## src/flash_status_params.svh

```systemverilog
// constants of the flash status register and its link controller
// assumes: included by bare name from the two ends and the bench
`ifndef FLASH_STATUS_PARAMS_SVH
`define FLASH_STATUS_PARAMS_SVH
// ==========================================================
// status field positions and reset value
`define BUSY_BIT        0
`define WEL_BIT         1
`define BP_LSB          2
`define BP_MSB          5
`define QE_BIT          6
`define LOCK_BIT        7
`define STATUS_RESET    8'h00
// ==========================================================
// opcodes
`define WRITE_ENABLE_CMD          8'h06
`define WRITE_DISABLE_CMD         8'h04
`define STATUS_READ_CMD           8'h05
`define FUNCTION_READ_CMD         8'h48
`define EXT_READ_REG_CMD          8'h81
`define SOFT_RESET_CMD            8'h99
`define SUSPEND_CMD               8'h75
`define RESUME_CMD                8'h7a
`define STATUS_WRITE_CMD          8'h01
`define PAGE_PROGRAM_CMD          8'h02
`define PAGE_PROGRAM_4B_CMD       8'h12
`define QUAD_PAGE_PROGRAM_A_CMD   8'h32
`define QUAD_PAGE_PROGRAM_B_CMD   8'h38
`define QUAD_PP_4B_A_CMD          8'h34
`define QUAD_PP_4B_B_CMD          8'h3e
`define SECTOR_ERASE_A_CMD        8'hd7
`define SECTOR_ERASE_B_CMD        8'h20
`define SECTOR_ERASE_4B_CMD       8'h21
`define BLOCK32_ERASE_CMD         8'h52
`define BLOCK32_ERASE_4B_CMD      8'h5c
`define BLOCK64_ERASE_CMD         8'hd8
`define BLOCK64_ERASE_4B_CMD      8'hdc
`define CHIP_ERASE_A_CMD          8'hc7
`define CHIP_ERASE_B_CMD          8'h60
`define FUNCTION_WRITE_CMD        8'h42
`define READ_PARAM_NV_CMD         8'h65
`define READ_PARAM_VOL_CMD        8'h63
`define READ_PARAM_VOL_ALT_CMD    8'hc0
`define EXT_READ_PARAM_NV_CMD     8'h85
`define EXT_READ_PARAM_VOL_CMD    8'h83
`define INFO_ROW_ERASE_CMD        8'h64
`define INFO_ROW_WRITE_CMD        8'h62
`define AUTOBOOT_WRITE_CMD        8'h15
`define BANK_ADDR_NV_WRITE_CMD    8'h18
`define BANK_ADDR_VOL_WRITE_CMD   8'hc5
`define BANK_ADDR_VOL_ALT_CMD     8'h17
`define DYNAMIC_LOCK_WRITE_CMD    8'hfb
`define DYNAMIC_LOCK_WRITE_ALT_CMD 8'he1
`define PERSISTENT_LOCK_WRITE_CMD 8'hfd
`define PERSISTENT_LOCK_WRITE_4B_CMD 8'he3
`define PERSISTENT_LOCK_ERASE_CMD 8'he4
`define PROTECT_SCHEME_WRITE_CMD  8'h2f
`define PERSISTENT_LOCK_BIT_CMD   8'ha6
`define FREEZE_SET_CMD            8'h91
`define GANG_LOCK_CMD             8'h7e
`define GANG_UNLOCK_CMD           8'h98
`define PASSWORD_WRITE_CMD        8'he8
// ==========================================================
// timing counts in core_clk cycles
`define OP_CYCLES       16'd200
`define HALF_SCK_CYCLES 4'd8
// ==========================================================
// controller register offsets (byte addresses) and command word bit positions
`define CMD_OFFSET      4'h0
`define STAT_OFFSET     4'h4
`define WP_OFFSET       4'h8
`define CMD_SEND_DATA   16
`define CMD_RD_LSB      17
`endif

```

## src/flash_types_pkg.sv

```systemverilog
// types shared by both ends of the flash status link
// assumes: nothing beyond the constants header
package flash_types_pkg;
    // ==========================================================
    // device power-up sequencing
    typedef enum logic [0:0] {POWER_LOAD, RUNNING} dev_state_type;
    // host serial sequencer
    typedef enum logic [2:0] {H_IDLE, H_LEAD, H_HIGH, H_LOW, H_TAIL}
        host_state_type;
endpackage

```

## src/spi_link_if.sv

```systemverilog
// serial link between the flash status device and its host
// assumes: the host makes sck; so is always driven by the device
`timescale 1ns/10ps
interface spi_link_if;
    logic sck;   // serial clock from host
    logic ceN;   // chip select, active low
    logic si;    // host to device data
    logic so;    // device to host data
    logic wpN;   // write protect level, active low
    modport host  (output sck, output ceN, output si, output wpN, input so);
    modport flash (input sck, input ceN, input si, input wpN, output so);
endinterface // spi_link_if

```

## src/flash_status_dev.sv

```systemverilog
// flash device end: status register and write enable gating
// assumes: mode 0 link, sck well below core_clk/6, host obeys wel rules
//
// Our own choices: the placing of the registers and the Wishbone interface to the registers.
`timescale 1ns/10ps
`include "flash_status_params.svh"
// Summary of operation
// RL1: status read repeats until chip select high
// RL2: power up loads volatile from stored copy
// RL3: bit 0 is read-only busy flag
// RL4: bit 1 is volatile write enable latch
// RL5: bits 5..2 stored block protection field
// RL6: bit 6 stored quad enable
// RL7: bit 7 stored status write lock
// RL8: only enable/disable commands change the latch; here completion, volatile writes and soft reset also clear it
// RL9: status write updates stored and volatile bits
// RL10: stored bits zero as delivered
// RL11: busy throughout program, erase, register writes; here volatile register writes set no busy
// RL12: while busy, ignore all but reads/reset/suspend
// RL13: suspend accepted during program or erase; here also during status writes and stored register writes
// RL14: completion clears busy, then accept commands
// RL15: latch zero inhibits write-class commands
// RL16: opcode 06h sets latch; host sends first
// RL17: disable command or completion clears latch
// RL18: page program opcodes need write enable
// RL19: erase opcodes need write enable
// RL20: register write opcodes need write enable
// RL21: protection and info-row opcodes need enable
// RL22: C0h and 17h need no write enable
// RL23: lock plus low protect pin blocks writes; here it blocks only the status write
module flash_status_dev
    import flash_types_pkg::*;
(
    input  wire logic  core_clk,
    input  wire logic  rstn,
    spi_link_if.flash  link,
    output logic [7:0] statusView,
    output logic       opBusy,
    output logic       opSuspended
);
    // ==========================================================
    // pin synchronisers
    logic       sckS;          // synced serial clock
    logic       ceNS;          // synced chip select
    logic       siS;           // synced data in
    logic       wpNS;          // synced protect pin
    sync_two_ff #(.W(4), .RESET_VAL(4'b0101)) pinSync (
        .core_clk (core_clk),
        .rstn     (rstn),
        .din      ({link.sck, link.ceN, link.si, link.wpN}),
        .dout     ({sckS, ceNS, siS, wpNS})
    );

    // ==========================================================
    // state
    dev_state_type pwr_r;          // power-up sequencing
    logic          sckD_r;         // sck one cycle back
    logic          ceND_r;         // chip select one cycle back
    logic [4:0]    bitCnt_r;       // bits in frame, stops at 16
    logic [15:0]   shift_r;        // opcode then data byte
    logic [7:0]    op_r;           // opcode of current frame
    logic [2:0]    outIdx_r;       // read bit index
    logic [7:0]    snap_r;         // byte being repeated out
    logic          so_r;           // serial out
    logic [5:0]    nv_r;           // stored copy of bits 7..2
    logic [5:0]    vol_r;          // live copy of bits 7..2
    logic          wel_r;          // write enable latch
    logic          busy_r;         // operation in progress
    logic          susp_r;         // operation suspended
    logic [15:0]   timer_r;        // cycles left in operation

    // ==========================================================
    // edge finding on synced pins
    wire sckRise = sckS & ~sckD_r;
    wire sckFall = ~sckS & sckD_r;
    wire ceRise  = ceNS & ~ceND_r;
    wire [7:0] opNow = {shift_r[6:0], siS};

    // ==========================================================
    // status image
    wire [7:0] status = {vol_r, wel_r, busy_r}; // RL3 RL4 RL5 RL6 RL7
    wire readMode = ~ceNS & (bitCnt_r >= 5'd8) &
                    (op_r == `STATUS_READ_CMD);

    // ==========================================================
    // opcode classes
    wire isPgm = (op_r == `PAGE_PROGRAM_CMD) |
                 (op_r == `PAGE_PROGRAM_4B_CMD) |
                 (op_r == `QUAD_PAGE_PROGRAM_A_CMD) |
                 (op_r == `QUAD_PAGE_PROGRAM_B_CMD) |
                 (op_r == `QUAD_PP_4B_A_CMD) |
                 (op_r == `QUAD_PP_4B_B_CMD); // RL18
    wire isChip = (op_r == `CHIP_ERASE_A_CMD) |
                  (op_r == `CHIP_ERASE_B_CMD);
    wire isErase = (op_r == `SECTOR_ERASE_A_CMD) |
                   (op_r == `SECTOR_ERASE_B_CMD) |
                   (op_r == `SECTOR_ERASE_4B_CMD) |
                   (op_r == `BLOCK32_ERASE_CMD) |
                   (op_r == `BLOCK32_ERASE_4B_CMD) |
                   (op_r == `BLOCK64_ERASE_CMD) |
                   (op_r == `BLOCK64_ERASE_4B_CMD) | isChip; // RL19
    // volatile register writes: need the latch but no busy time
    wire isVolWr = (op_r == `READ_PARAM_VOL_CMD) |
                   (op_r == `EXT_READ_PARAM_VOL_CMD) |
                   (op_r == `BANK_ADDR_VOL_WRITE_CMD); // RL20
    wire isNvWr = (op_r == `FUNCTION_WRITE_CMD) |
                  (op_r == `READ_PARAM_NV_CMD) |
                  (op_r == `EXT_READ_PARAM_NV_CMD) |
                  (op_r == `AUTOBOOT_WRITE_CMD) |
                  (op_r == `BANK_ADDR_NV_WRITE_CMD) | // RL20
                  (op_r == `INFO_ROW_ERASE_CMD) |
                  (op_r == `INFO_ROW_WRITE_CMD) |
                  (op_r == `DYNAMIC_LOCK_WRITE_CMD) |
                  (op_r == `DYNAMIC_LOCK_WRITE_ALT_CMD) |
                  (op_r == `PERSISTENT_LOCK_WRITE_CMD) |
                  (op_r == `PERSISTENT_LOCK_WRITE_4B_CMD) |
                  (op_r == `PERSISTENT_LOCK_ERASE_CMD) |
                  (op_r == `PROTECT_SCHEME_WRITE_CMD) |
                  (op_r == `PERSISTENT_LOCK_BIT_CMD) |
                  (op_r == `FREEZE_SET_CMD) |
                  (op_r == `GANG_LOCK_CMD) |
                  (op_r == `GANG_UNLOCK_CMD) |
                  (op_r == `PASSWORD_WRITE_CMD); // RL21
    // alternative volatile opcodes fall in no class: no latch needed
    // and nothing to do here RL22

    // ==========================================================
    // frame end decisions
    wire haveOp   = ceRise & (bitCnt_r >= 5'd8) & (pwr_r == RUNNING);
    wire idleOk   = haveOp & ~busy_r;               // RL12
    wire bpClear  = (vol_r[3:0] == 4'h0);
    wire srLocked = vol_r[5] & ~wpNS;               // RL23
    wire doWren   = idleOk & (op_r == `WRITE_ENABLE_CMD);
    wire doWrdi   = idleOk & (op_r == `WRITE_DISABLE_CMD);
    wire doWrsr   = idleOk & wel_r & (op_r == `STATUS_WRITE_CMD) &
                    (bitCnt_r == 5'd16) & ~srLocked; // RL15 RL23
    wire doLong   = idleOk & wel_r & ~susp_r &
                    (isPgm | (isErase & (~isChip | bpClear)) | isNvWr);
    wire doVol    = idleOk & wel_r & isVolWr;        // RL15
    wire doSusp   = haveOp & busy_r & ~susp_r &
                    (op_r == `SUSPEND_CMD);          // RL13
    wire doResume = idleOk & susp_r & (op_r == `RESUME_CMD);
    wire doReset  = haveOp & (op_r == `SOFT_RESET_CMD); // RL12
    wire opDone   = busy_r & (timer_r == 16'd1);

    // ==========================================================
    // link front end: edges, bit count, opcode capture
    always_ff @(posedge core_clk) begin
        if (!rstn) begin
            sckD_r   <= 1'b0;
            ceND_r   <= 1'b1;
            bitCnt_r <= 5'd0;
            shift_r  <= 16'h0000;
            op_r     <= 8'h00;
        end else begin
            sckD_r <= sckS;
            ceND_r <= ceNS;
            if (ceNS) begin
                // frame ends: count restarts
                bitCnt_r <= 5'd0;
            end else if (sckRise) begin
                shift_r <= {shift_r[14:0], siS};
                if (bitCnt_r == 5'd7) begin
                    op_r <= opNow;
                end
                if (bitCnt_r != 5'd16) begin
                    bitCnt_r <= bitCnt_r + 5'd1;
                end
            end
        end
    end

    // ==========================================================
    // status read out, byte repeated until chip select rises
    always_ff @(posedge core_clk) begin
        if (!rstn) begin
            outIdx_r <= 3'd0;
            snap_r   <= `STATUS_RESET;
            so_r     <= 1'b0;
        end else if (!readMode) begin
            outIdx_r <= 3'd0;
            so_r     <= 1'b0;
        end else if (sckFall) begin
            // new byte: take a fresh image at bit 7
            if (outIdx_r == 3'd0) begin
                snap_r <= status;
                so_r   <= status[7];
            end else begin
                so_r <= snap_r[3'd7 - outIdx_r];
            end
            outIdx_r <= outIdx_r + 3'd1; // RL1
        end
    end

    // ==========================================================
    // stored copy, written by status write only
    always_ff @(posedge core_clk) begin
        if (!rstn) begin
            nv_r <= 6'h00; // RL10
        end else if (doWrsr) begin
            nv_r <= shift_r[7:2]; // RL9
        end
    end

    // ==========================================================
    // volatile copy: power-up load, status write, soft reset
    always_ff @(posedge core_clk) begin
        if (!rstn) begin
            pwr_r <= POWER_LOAD;
            vol_r <= 6'h00;
        end else begin
            case (pwr_r)
                POWER_LOAD: begin
                    vol_r <= nv_r; // RL2
                    pwr_r <= RUNNING;
                end
                default: begin
                    if (doWrsr) begin
                        vol_r <= shift_r[7:2]; // RL9
                    end else if (doReset) begin
                        vol_r <= nv_r; // RL2
                    end
                end
            endcase
        end
    end

    // ==========================================================
    // write enable latch
    always_ff @(posedge core_clk) begin
        if (!rstn) begin
            wel_r <= 1'b0; // RL4
        end else if (doWren) begin
            wel_r <= 1'b1; // RL16
        end else if (doWrdi | opDone | doVol | doReset) begin
            // status write itself leaves the latch alone RL8
            wel_r <= 1'b0; // RL17
        end
    end

    // ==========================================================
    // busy flag, operation timer, suspend
    always_ff @(posedge core_clk) begin
        if (!rstn) begin
            busy_r  <= 1'b0; // RL3
            susp_r  <= 1'b0;
            timer_r <= 16'd0;
        end else if (doReset) begin
            // reset abandons any operation
            busy_r  <= 1'b0;
            susp_r  <= 1'b0;
            timer_r <= 16'd0;
        end else if (doWrsr | doLong) begin
            busy_r  <= 1'b1; // RL11
            timer_r <= `OP_CYCLES;
        end else if (doSusp) begin
            // timer holds its place while suspended
            busy_r <= 1'b0;
            susp_r <= 1'b1; // RL13
        end else if (doResume) begin
            busy_r <= 1'b1;
            susp_r <= 1'b0;
        end else if (busy_r) begin
            timer_r <= timer_r - 16'd1;
            if (opDone) begin
                busy_r <= 1'b0; // RL14
            end
        end
    end

    // ==========================================================
    // outputs
    assign link.so     = so_r;
    assign statusView  = status;
    assign opBusy      = busy_r;
    assign opSuspended = susp_r;
endmodule // flash_status_dev

```

## src/sync_two_ff.sv

```systemverilog
// two flip-flop synchroniser for pin levels
// assumes: inputs come from another clock domain
`timescale 1ns/10ps
module sync_two_ff #(
    parameter int W = 1,
    parameter logic [W-1:0] RESET_VAL = '0
) (
    input  wire logic         core_clk,
    input  wire logic         rstn,
    input  wire logic [W-1:0] din,
    output logic      [W-1:0] dout
);
    logic [W-1:0] meta_r;   // first stage, read only by dout
    // ==========================================================
    // two stages
    always_ff @(posedge core_clk) begin
        if (!rstn) begin
            meta_r <= RESET_VAL;
            dout   <= RESET_VAL;
        end else begin
            meta_r <= din;
            dout   <= meta_r;
        end
    end
endmodule // sync_two_ff

```

## src/flat_wrapper.sv

```systemverilog
// flat-port wrapper written by rule: the top's interface ports become plain ports
module flash_status_dev_flat import flash_types_pkg::*;
  (core_clk, rstn, statusView, opBusy, opSuspended, link_sck, link_ceN, link_si, link_wpN, link_so);
  spi_link_if link_i ();
  input  wire logic core_clk;
  input  wire logic rstn;
  output logic [7:0] statusView;
  output logic opBusy;
  output logic opSuspended;
  input wire logic [$bits(link_i.sck)-1:0] link_sck;
  input wire logic [$bits(link_i.ceN)-1:0] link_ceN;
  input wire logic [$bits(link_i.si)-1:0] link_si;
  input wire logic [$bits(link_i.wpN)-1:0] link_wpN;
  output wire logic [$bits(link_i.so)-1:0] link_so;
  assign link_i.sck = link_sck;
  assign link_i.ceN = link_ceN;
  assign link_i.si = link_si;
  assign link_i.wpN = link_wpN;
  assign link_so = link_i.so;
  flash_status_dev u_core (.core_clk(core_clk), .rstn(rstn), .link(link_i), .statusView(statusView), .opBusy(opBusy), .opSuspended(opSuspended));
endmodule
```

## config.mk

```make
export PLATFORM = sky130hd
export DESIGN_NAME = flash_status_dev_flat
export DESIGN_NICKNAME = d
export VERILOG_FILES = /design/src/flash_types_pkg.sv /design/src/spi_link_if.sv /design/src/flash_status_dev.sv /design/src/sync_two_ff.sv /design/src/flat_wrapper.sv
export VERILOG_INCLUDE_DIRS = /design/src /design/src/src
export SDC_FILE = /design/constraint.sdc
export NUM_CORES = 1
export LEC_CHECK = 0
export BUFFER_PORTS_ARGS = -buffer_cell sky130_fd_sc_hd__buf_2
export CORE_ASPECT_RATIO = 0.5
export CORE_MARGIN = 1
export CORE_UTILIZATION = 61
export CTS_CLUSTER_DIAMETER = 50
export CTS_CLUSTER_SIZE = 16
export DETAILED_ROUTE_END_ITERATION = 10
export PLACE_DENSITY = 0.79
export SETUP_SLACK_MARGIN = 0.15
export SKIP_LAST_GASP = 1
export SYNTH_ARGS = -nofsm -noshare
export SYNTH_HDL_FRONTEND = slang
export SYNTH_SLANG_ARGS = --single-unit
```

## constraint.sdc

```tcl
create_clock -name core_clk -period 5.1 [get_ports core_clk]
set_input_delay 0 -clock core_clk [delete_from_list [all_inputs] [get_ports core_clk]]
set_output_delay 0 -clock core_clk [all_outputs]
set_load 0.005 [all_outputs]
```

# [Yosys cells after proc, flatten, opt, wreduce, memory -nomap -nowiden]
# Cells that the tools add are included.
[classes] n_addsub=4 n_lt_le_gt_ge=2 n_eq_ne=50 muxes=20 n_bitwise=78 n_reduce_logical=16
[op_table] cell="== test 8 bit (second input constant)" count=17
[op_table] cell="== test 8 x 7 -> 1 bit (second input constant)" count=11
[op_table] cell="== test 8 x 6 -> 1 bit (second input constant)" count=7
[op_table] cell="OR 1 bit" count=39
[op_table] cell="2-to-1 mux 8 bit" count=4
[op_table] cell="AND 1 bit" count=26
[op_table] cell="== test 8 x 3 -> 1 bit (second input constant)" count=3
[op_table] cell="== test 8 x 5 -> 1 bit (second input constant)" count=3
[op_table] cell="2-to-1 mux 6 bit" count=3
[op_table] cell="== test 16 x 1 -> 1 bit (second input constant)" count=1
[op_table] cell="subtractor 16 x 1 -> 16 bit (second input constant)" count=1
[op_table] cell="inverter 1 bit" count=13
[op_table] cell="2-to-1 mux 1 bit" count=12
[op_table] cell="AND reduction 3 bit" count=4
[op_table] cell="== test 8 x 1 -> 1 bit (second input constant)" count=1
[op_table] cell="== test 8 x 2 -> 1 bit (second input constant)" count=1
[op_table] cell="AND reduction 2 bit" count=4
[op_table] cell="nonzero test 2 bit" count=3
[op_table] cell="adder 5 x 1 -> 5 bit (second input constant)" count=1
[op_table] cell="== test 5 x 3 -> 1 bit (second input constant)" count=1
[op_table] cell="== test 5 bit (second input constant)" count=1
[op_table] cell="greater-or-equal comparator 5 x 4 -> 1 bit (second input constant)" count=1
[op_table] cell="inequality test 5 bit (second input constant)" count=1
[op_table] cell="logical NOT 4 bit" count=1
[op_table] cell="other kinds (9)" count=11
[word_totals] register_bits=75 in_bits=6 out_inout_bits=11 wordCells=188

# [Depth between registers and ports, before layout]
# Gate-level depths: netlist (run 1).
[logic_depth] depth_word=23 mapped_depth=9 depth_no_buf=8

# [By module]
# Synthesis (run 1) repeated with hierarchy kept, for this count alone.
[hier_totals] hier_cells=399 hier_area_um2=3658.5
[modules_own_cells] module="flash_status_dev" n_inst=1 cells_each=383 area_per_inst_um2=3448.3 seq_area_each_um2=1341.3
[modules_own_cells] module="sync_two_ff" n_inst=1 cells_each=16 area_per_inst_um2=210.2 seq_area_each_um2=160.2

# [Worst setup path before layout (run 1)]
# OpenSTA, ideal clock, no wires.
[synth_timing] kind="flip-flop to flip-flop" startpoint="register u_core.vol_r[0]" endpoint="register u_core.timer_r[0]" setup_time_ns=0.125 arrival_ns=1.912 required_time_ns=4.975 setup_slack_ns=3.063 path_stages_with_launch=7 path_buffers=1 synth_period_minus_slack_ns=2.037 path_cell_list="dfxtp_1 > or4_1 > a211o_1 > a21o_1 > a311oi_4 > buf_6 > nor3_2"
[synth_via] elab_chain_cells=8
[synth_lines] element="start, declared" line_no="flash_status_dev.sv:66" rtl="logic [5:0] vol_r;"
[synth_lines] element="start signal, assigned" line_no="flash_status_dev.sv:214" rtl="vol_r <= nv_r;"
[synth_lines] element="start signal, assigned" line_no="flash_status_dev.sv:219" rtl="vol_r <= shift_r[7:2];"
[synth_lines] element="start signal, assigned" line_no="flash_status_dev.sv:221" rtl="vol_r <= nv_r;"
[synth_lines] element="logical NOT 4 bit" line_no="flash_status_dev.sv:131" rtl="wire bpClear = (vol_r[3:0] == 4'h0);"
[synth_lines] element="OR 1 bit" line_no="flash_status_dev.sv:138" rtl="(isPgm | (isErase & (~isChip | bpClear)) | isNvWr);"
[synth_lines] element="AND 1 bit" line_no="flash_status_dev.sv:138"
[synth_lines] element="OR 1 bit (2 in series)" line_no="flash_status_dev.sv:138"
[synth_lines] element="AND 1 bit" line_no="flash_status_dev.sv:137" rtl="wire doLong = idleOk & wel_r & ~susp_r &"
[synth_lines] element="OR 1 bit" line_no="flash_status_dev.sv:253" rtl="end else if (doWrsr | doLong) begin"
[synth_lines] element="OR reduction 3 bit (no line)"
[synth_lines] element="end signal, assigned" line_no="flash_status_dev.sv:255" rtl="timer_r <= `OP_CYCLES;"
[synth_lines] element="end signal, assigned" line_no="flash_status_dev.sv:264" rtl="timer_r <= timer_r - 16'd1;"
[synth_lines] element="end, declared" line_no="flash_status_dev.sv:70" rtl="logic [15:0] timer_r;"
# No other way between the ends.
# A chain may end at the register's enable or synchronous reset.

# [Final worst setup path (run 1)]
[layout_timing] startpoint="register u_core.bitCnt_r[3]" endpoint="register u_core.vol_r[0]"
[layout_via] elab_chain_cells=10 word_cells_on_any_way=13 cone_classes="order compare: 1; eq/ne: 2; mux: 2; bitwise: 8"
[layout_lines] element="start, declared" line_no="flash_status_dev.sv:59" rtl="logic [4:0] bitCnt_r;"
[layout_lines] element="start signal, assigned" line_no="flash_status_dev.sv:167" rtl="bitCnt_r <= bitCnt_r + 5'd1;"
[layout_lines] element="greater-or-equal comparator 5 x 4 -> 1 bit" line_no="flash_status_dev.sv:129" rtl="wire haveOp = ceRise & (bitCnt_r >= 5'd8) & (pwr_r == RUNNING);"
[layout_lines] element="AND 1 bit (2 in series)" line_no="flash_status_dev.sv:129"
[layout_lines] element="AND 1 bit" line_no="flash_status_dev.sv:130" rtl="wire idleOk = haveOp & ~busy_r;"
[layout_lines] element="AND 1 bit (4 in series)" line_no="flash_status_dev.sv:135" rtl="wire doWrsr = idleOk & wel_r & (op_r == `STATUS_WRITE_CMD) &"
[layout_lines] element="2-to-1 mux 6 bit" line_no="flash_status_dev.sv:218" rtl="if (doWrsr) begin"
[layout_lines] element="2-to-1 mux 6 bit" line_no="flash_status_dev.sv:212" rtl="case (pwr_r)"
# Several ways; a longest one is shown, not always the timed one.

==> results of run 1 <==
==> registers in the layout, indices dropped and copies added, names as in the netlist <==
register               flops
u_core.pwr_r               1
u_core.op_r                8
u_core.snap_r              8
u_core.bitCnt_r            5
u_core.nv_r                6
u_core.opSuspended         1
u_core.link.so             1
u_core.ceND_r              1
u_core.vol_r               6
u_core.sckD_r              1
u_core.pinSync.meta_r      4
u_core.wel_r               1
u_core.shift_r             8
u_core.outIdx_r            3
u_core.timer_r            16
u_core.pinSync.dout        4
u_core.opBusy              1
==> per-layer routing <==
metal | vias up | global-route usage
met2 | 72 | 0.429
met3 | 9 | 0.0639
met4 | 0 | 0.106
met1 | 1385 | 0.340
li1 | 1422 | -
met5 | - | 0
==> cell families after synthesis <==
family          count (synthesis)
compound gates                 48
xor+xnor                       21
fa+ha+maj                       6
buf+inv                        40
flops                          75
mux                            34
simple gates                  171
==> final cells by class <==
class	instances	area [sq um]	area share
sequential	75	1500	0.357
inverter	9	33.8	0.00803
clock buffer	9	225	0.0535
clock inverter	6	65.1	0.0155
timing repair buffer	20	120	0.0285
multi-input combinational	280	2150	0.512
tap	88	110	0.0262
==> through the flow <==
step,power [mW],setup WS (ps),hold slack [ps],instances,util
floorplan,0.620,3060,27.7,395,-
global placement,0.624,2300,182,468,0.635
detailed placement,0.625,2190,183,468,0.635
CTS,1.24,2170,115,487,0.689
global route,1.27,1980,149,487,0.689
finish,1.23,2110,142,487,0.689
==> layout by cell type, fill, tap and decap left out, drive strengths merged, types with 7 or more instances in the layout <==
| master | netlist | final |
|---|---|---|
| dfxtp | 75 | 75 |
| nor2b | 35 | 35 |
| mux2i | 32 | 32 |
| nor2 | 26 | 26 |
| nor3 | 18 | 18 |
| buf | 21 | 16 |
| nand4 | 13 | 13 |
| nand2 | 13 | 13 |
| xnor2 | 11 | 11 |
| xor2 | 10 | 10 |
| inv | 9 | 10 |
| clkbuf | 10 | 9 |
| and2 | 8 | 8 |
| nand2b | 7 | 7 |
| o21ai | 7 | 7 |
| nor4b | 7 | 7 |
==> repair_timing <==
action	in CTS	in global routing
endpoints found under the hold margin	4	0
setup endpoints to repair	0	0
hold buffers	4	0
==> final timing paths <==
check                           startpoint                      to  slack [ps]  cells past startpoint
setup reg to reg        u_core.bitCnt_r[3]         u_core.vol_r[0]        2110                      6
hold reg to reg   u_core.pinSync.meta_r[2]  u_core.pinSync.dout[2]         410                      1
setup / recovery        u_core.bitCnt_r[3]         u_core.vol_r[0]        2110                      6
hold / removal                        rstn            u_core.pwr_r         140                      1
==> worst max-delay path: cells and delay by family (launching register included) <==
family | cells | cell delay (ps)
DFF | 1 | 390
AOI/OAI and AO/OA | 1 | 160
and+or+nand+nor | 5 | 2310
==> power breakdown <==
part / internal, mW / switching, mW
Combinational: 0.0108 / 0.0128
Sequential: 0.590 / 0.00181
Clock: 0.376 / 0.238
Total: 0.977 / 0.252
==> impl_metrics.csv, run 1 <==
group,metric,value,unit
timing,setup_viol,0,
clocking,clock_path_buffers,2,
clocking,cts_tree,"built",
detailed_routing,wirelength,8.11,mm
place,port_buffers,16,
layout,n_antenna_cell,0,
synthesis,syn_nets,407,
timing,finalMaxSlewViolations,0,
timing,clock_skew,6.36,ps
synthesis,synth_xor_area_frac,0.0474,
grt,grt_usage,0.262,
floorplan,die_x,115,microns
critical_path,crit_required,5310,ps
layout,final_cell_area,4210,sq um
clocking,htreeDepth,3,
min_path,hp-class,"input pin to flip-flop",
synthesis,synth_ff_type,"dfxtp_1",
detailed_routing,detail_route.wl_per_cell,16.6,microns
detailed_routing,vias_per_cell,5.93,
clocking,numCtsBuffers,9,
detailed_routing,dr.pass1.iters,5,
critical_path,cp_slowest_cell,"nor4b_4",
timing,final.setup.tns,0,ps
place,placed_area,3880,sq um
critical_path,cp_cell_sequence,"nor2_1 -> or4b_1 -> nor4b_4 -> or2b_2 -> nor2_1 -> o2bb2ai_1",
synthesis,syn_area,3880,sq um
synthesis,synth.largest_area_cell,"dfxtp_1",
detailed_routing,wl_met3,303,microns
place,gp_congestion,0.937,
detailed_routing,highest_layer,"met4",
detailed_routing,ant_nets,0,
detailed_routing,via_count,2888,
clocking,cts_resized,0,
power_and_ir_drop,power_density,292,nW/um^2
synthesis,synth_edf_count,0,
synthesis,avgSynthCellArea,9.82,sq um
clocking,cts_setup_buffers,0,
grt,grt_max_degree,45,
critical_path,crit_fanout,15,
floorplan,rows,20,
floorplan,initial_core_util,0.635,
detailed_routing,wl_met2,3.75,mm
critical_path,max_stage_delay,820,ps
synthesis,yosysMostFrequentCell,"dfxtp_1",
clocking,cts.clk_slew.worst_paths,60,ps
floorplan,core_area,6110,sq um
clocking,cts_sinks,75,
detailed_routing,drtIter0Drc,154,
timing,hold_viol,0,
status,status,"finished clean",
grt,grt_pass1_vias,2717,
timing,max-slew-margin-rel,0.343,
floorplan,die_y,58.4,microns
layout,nets,407,
grt,gr-total-overflow,0,
critical_path,cp_common_cell,"nor2_1",
layout,drive_above_1_share,0.138,
synthesis,synth_top_family_by_area,"simple AND/OR/NAND/NOR gates",
clocking,clockRootBuffer,"clkbuf_16",
power_and_ir_drop,irDropWorstVdd,0.000223,V
job,cap_violations,0,
power_and_ir_drop,leakagePower,1.51,nW
synthesis,ys.warnings.count,0,
synthesis,async_flop_share,0,
detailed_routing,drc,0,
synthesis,yosys-top-cells-area,"dfxtp_1 (39%), mux2i_1 (8.3%), nor2b_1 (5.6%)",
grt,grt_pass1_wl,13.2,mm
synthesis,muxShareOfSynthArea,0.0942,
synthesis,synth_seq_cells,75,
synthesis,netlist_instances,395,
critical_path,cp-start-kind,"flip-flop",
synthesis,synthAdderAreaFrac,0.0194,
layout,fillCellCount,488,
synthesis,ys_types,67,
timing,fin_crit,2990,ps
floorplan,dieArea,6700,sq um
clocking,clk_latency,330,ps
synthesis,synthSimpleGateAreaFrac,0.295,
place,hpwl,5.44,mm
critical_path,crit_type,"flip-flop to flip-flop",
timing,worst_slew_pin_slew,986,ps
synthesis,synth_top_area_share,0.387,
synthesis,synth_compound_area_frac,0.0997,
timing,period_share,0.587,
critical_path,cp.arrival,3200,ps
floorplan,ios,17,
synthesis,ys_seq_area_frac,0.387,
synthesis,synthTopCellsByCount,"dfxtp_1 (75), nor2b_1 (35), mux2i_1 (32)",
timing,clock.fmax,334,MHz
critical_path,crit_path_end_kind,"flip-flop",
grt,antenna_found_initial,0,
layout,area_growth,8.55,%
timing,rsz0062_at_grt,"no",
detailed_routing,m1WireLength,3.99,mm
(Power assumes the default switching activity.)
==> run 2: changes to the inputs <==
==> constraint.sdc (replaced) <==
create_clock -name core_clk -period 2.8 [get_ports core_clk]
set_input_delay 0 -clock core_clk [delete_from_list [all_inputs] [get_ports core_clk]]
set_output_delay 0 -clock core_clk [all_outputs]
set_load 0.005 [all_outputs]
==> run 2 against run 1 <==
Clock skew is 0.56 ps lower. Core utilization is 2.0 points higher. Power is 92% higher. Sequential cell count stayed put. Fmax is 24% higher. First-iteration DRC count is 44% higher. Non-clock buffer count is 11 higher. Wire length is 5.5% higher. Setup slack worse by 1700 ps. Cell count is 2.5% higher.
==> impl_metrics.csv, run 2 (synthesis results as in run 1) <==
group,metric,value,unit
grt,grt_pass1_vias,2883,
timing,rsz0062_at_grt,"no",
critical_path,crit_type,"flip-flop to flip-flop",
layout,largest_register_ffs,16,
floorplan,dieArea,6700,sq um
timing,clock_skew,5.80,ps
place,placedCellCount,479,
timing,finalMaxSlewViolations,0,
critical_path,reg2reg_slack,380,ps
critical_path,timing.rr.end,"u_core.snap_r[0]",
status,status,"finished clean",
place,hpwl,5.64,mm
timing,max-slew-margin-rel,0.590,
floorplan,core_area,6110,sq um
timing,hold_viol,0,
detailed_routing,via_count,2970,
floorplan,die_y,58.4,microns
min_path,whs_path_depth,3,
floorplan,rows,20,
detailed_routing,detail_route.wl_per_cell,17.1,microns
critical_path,crit_fanout,12,
detailed_routing,ant_nets,0,
layout,nets,418,
critical_path,cp-start-kind,"flip-flop",
layout,drive_above_1_share,0.168,
power_and_ir_drop,p_total,2.36,mW
layout,max_flop_register,"u_core.timer_r",
timing,period_share,0.864,
layout,n_antenna_cell,0,
layout,utilization,0.709,
critical_path,crit_family,"simple AND/OR/NAND/NOR gates",
floorplan,ios,17,
clocking,htreeDepth,3,
clocking,numCtsBuffers,9,
critical_path,cp_cell_sequence,"buf_4 -> nor4_2 -> nand2_1 -> or4_1 -> mux2i_1 -> nor2b_1",
min_path,min_from,"rstn",
place,placed_area,3960,sq um
timing,fin_crit,2420,ps
power_and_ir_drop,leakagePower,1.59,nW
layout,area_growth,11.7,%
min_path,hp-class,"input pin to flip-flop",
critical_path,regToRegStartpoint,"u_core.op_r[4]",
grt,antenna_found_initial,0,
min_path,whs_endpoint,"u_core.timer_r[3]",
clocking,cts_setup_buffers,0,
power_and_ir_drop,power_density,546,nW/um^2
timing,clock.fmax,413,MHz
timing,final.setup.tns,0,ps
layout,fin_cells,499,
layout,final_common_cell,"dfxtp_1",
timing,setup_viol,0,
grt,grt_usage,0.273,
detailed_routing,drc,0,
job,cap_violations,0,
critical_path,cp_slowest_cell,"or4_1",
clocking,clockRootBuffer,"clkbuf_16",
floorplan,initial_core_util,0.635,
timing,worst_slew_pin_slew,612,ps
detailed_routing,wirelength,8.56,mm
layout,final_cell_mix,"dfxtp_1 (72), nor2b_1 (35), mux2i_1 (32)",
critical_path,crit_buf_inv,1,
critical_path,r2r_cells,6,
clocking,clk_latency,340,ps
grt,gr-total-overflow,0,
grt,grt_pass1_wl,13.9,mm
critical_path,max_stage_delay,730,ps
clocking,cts_tree,"built",
clocking,cts_sinks,75,
detailed_routing,vias_per_cell,5.95,
power_and_ir_drop,irDropWorstVdd,0.000416,V
grt,grt_max_degree,44,
critical_path,cp.arrival,2650,ps
critical_path,crit_path_end_kind,"flip-flop",
critical_path,crit_required,3030,ps
floorplan,die_x,115,microns
place,port_buffers,16,
detailed_routing,dr.pass1.iters,4,
place,gp_congestion,0.887,
layout,final_cell_area,4330,sq um
detailed_routing,drtIter0Drc,221,
clocking,cts.clk_slew.worst_paths,60,ps
clocking,clock_path_buffers,2,
## run 2: per-layer routing
metal	GRT usage	part of all wire
met1	0.352	0.46
met2	0.448	0.47
met3	0.0917	0.061
met4	0.0705	0.013
met5	0	0
## run 2: worst max path at each step
stage / from / end / slack (ps) / cells past startpoint
after floorplan: u_core.vol_r[0] / u_core.timer_r[0] / 760 / 6
after global placement: u_core.op_r[4] / u_core.snap_r[1] / 390 / 6
after detailed placement: u_core.op_r[2] / u_core.timer_r[15] / 340 / 7
after CTS: u_core.op_r[2] / u_core.vol_r[0] / 320 / 6
after global routing: u_core.op_r[7] / u_core.timer_r[8] / 150 / 8
final: u_core.op_r[4] / u_core.snap_r[0] / 380 / 6
## run 2: per-stage QoR
stage | hold WS, ps | worst slack (ps)
after detailed placement | 185 | 336
after global placement | 182 | 393
after global routing | 115 | 154
final | 104 | 381
after CTS | 88.3 | 319
after floorplan | 27.7 | 763
## run 2: layout make-up
class,instances,area (sq um)
Clock buffer,11,233
Tap cell,88,110
Sequential cell,75,1510
Timing Repair Buffer,31,203
Fill cell,479,1780
Inverter,9,33.8
Multi-Input combinational cell,280,2160
Clock inverter,5,86.3
## run 2: worst min-delay path, delay by kind of cell
kind,cells,cell delay (ps)
compound gates,2,290
buf+inv,1,100
## run 2: power breakdown
part	total, mW	switching [mW]	leakage, nW	internal, mW
sequential	1.08	0.00288	0.608	1.07
clock	1.24	0.454	0.154	0.787
combinational	0.0450	0.0236	0.825	0.0214
total	2.36	0.481	1.59	1.88
## run 2: what timing repair did
item	CTS	global route
setup endpoints to repair	0	16
endpoints found under the hold margin	4	0
gates resized for setup	0	4
hold buffers	4	0
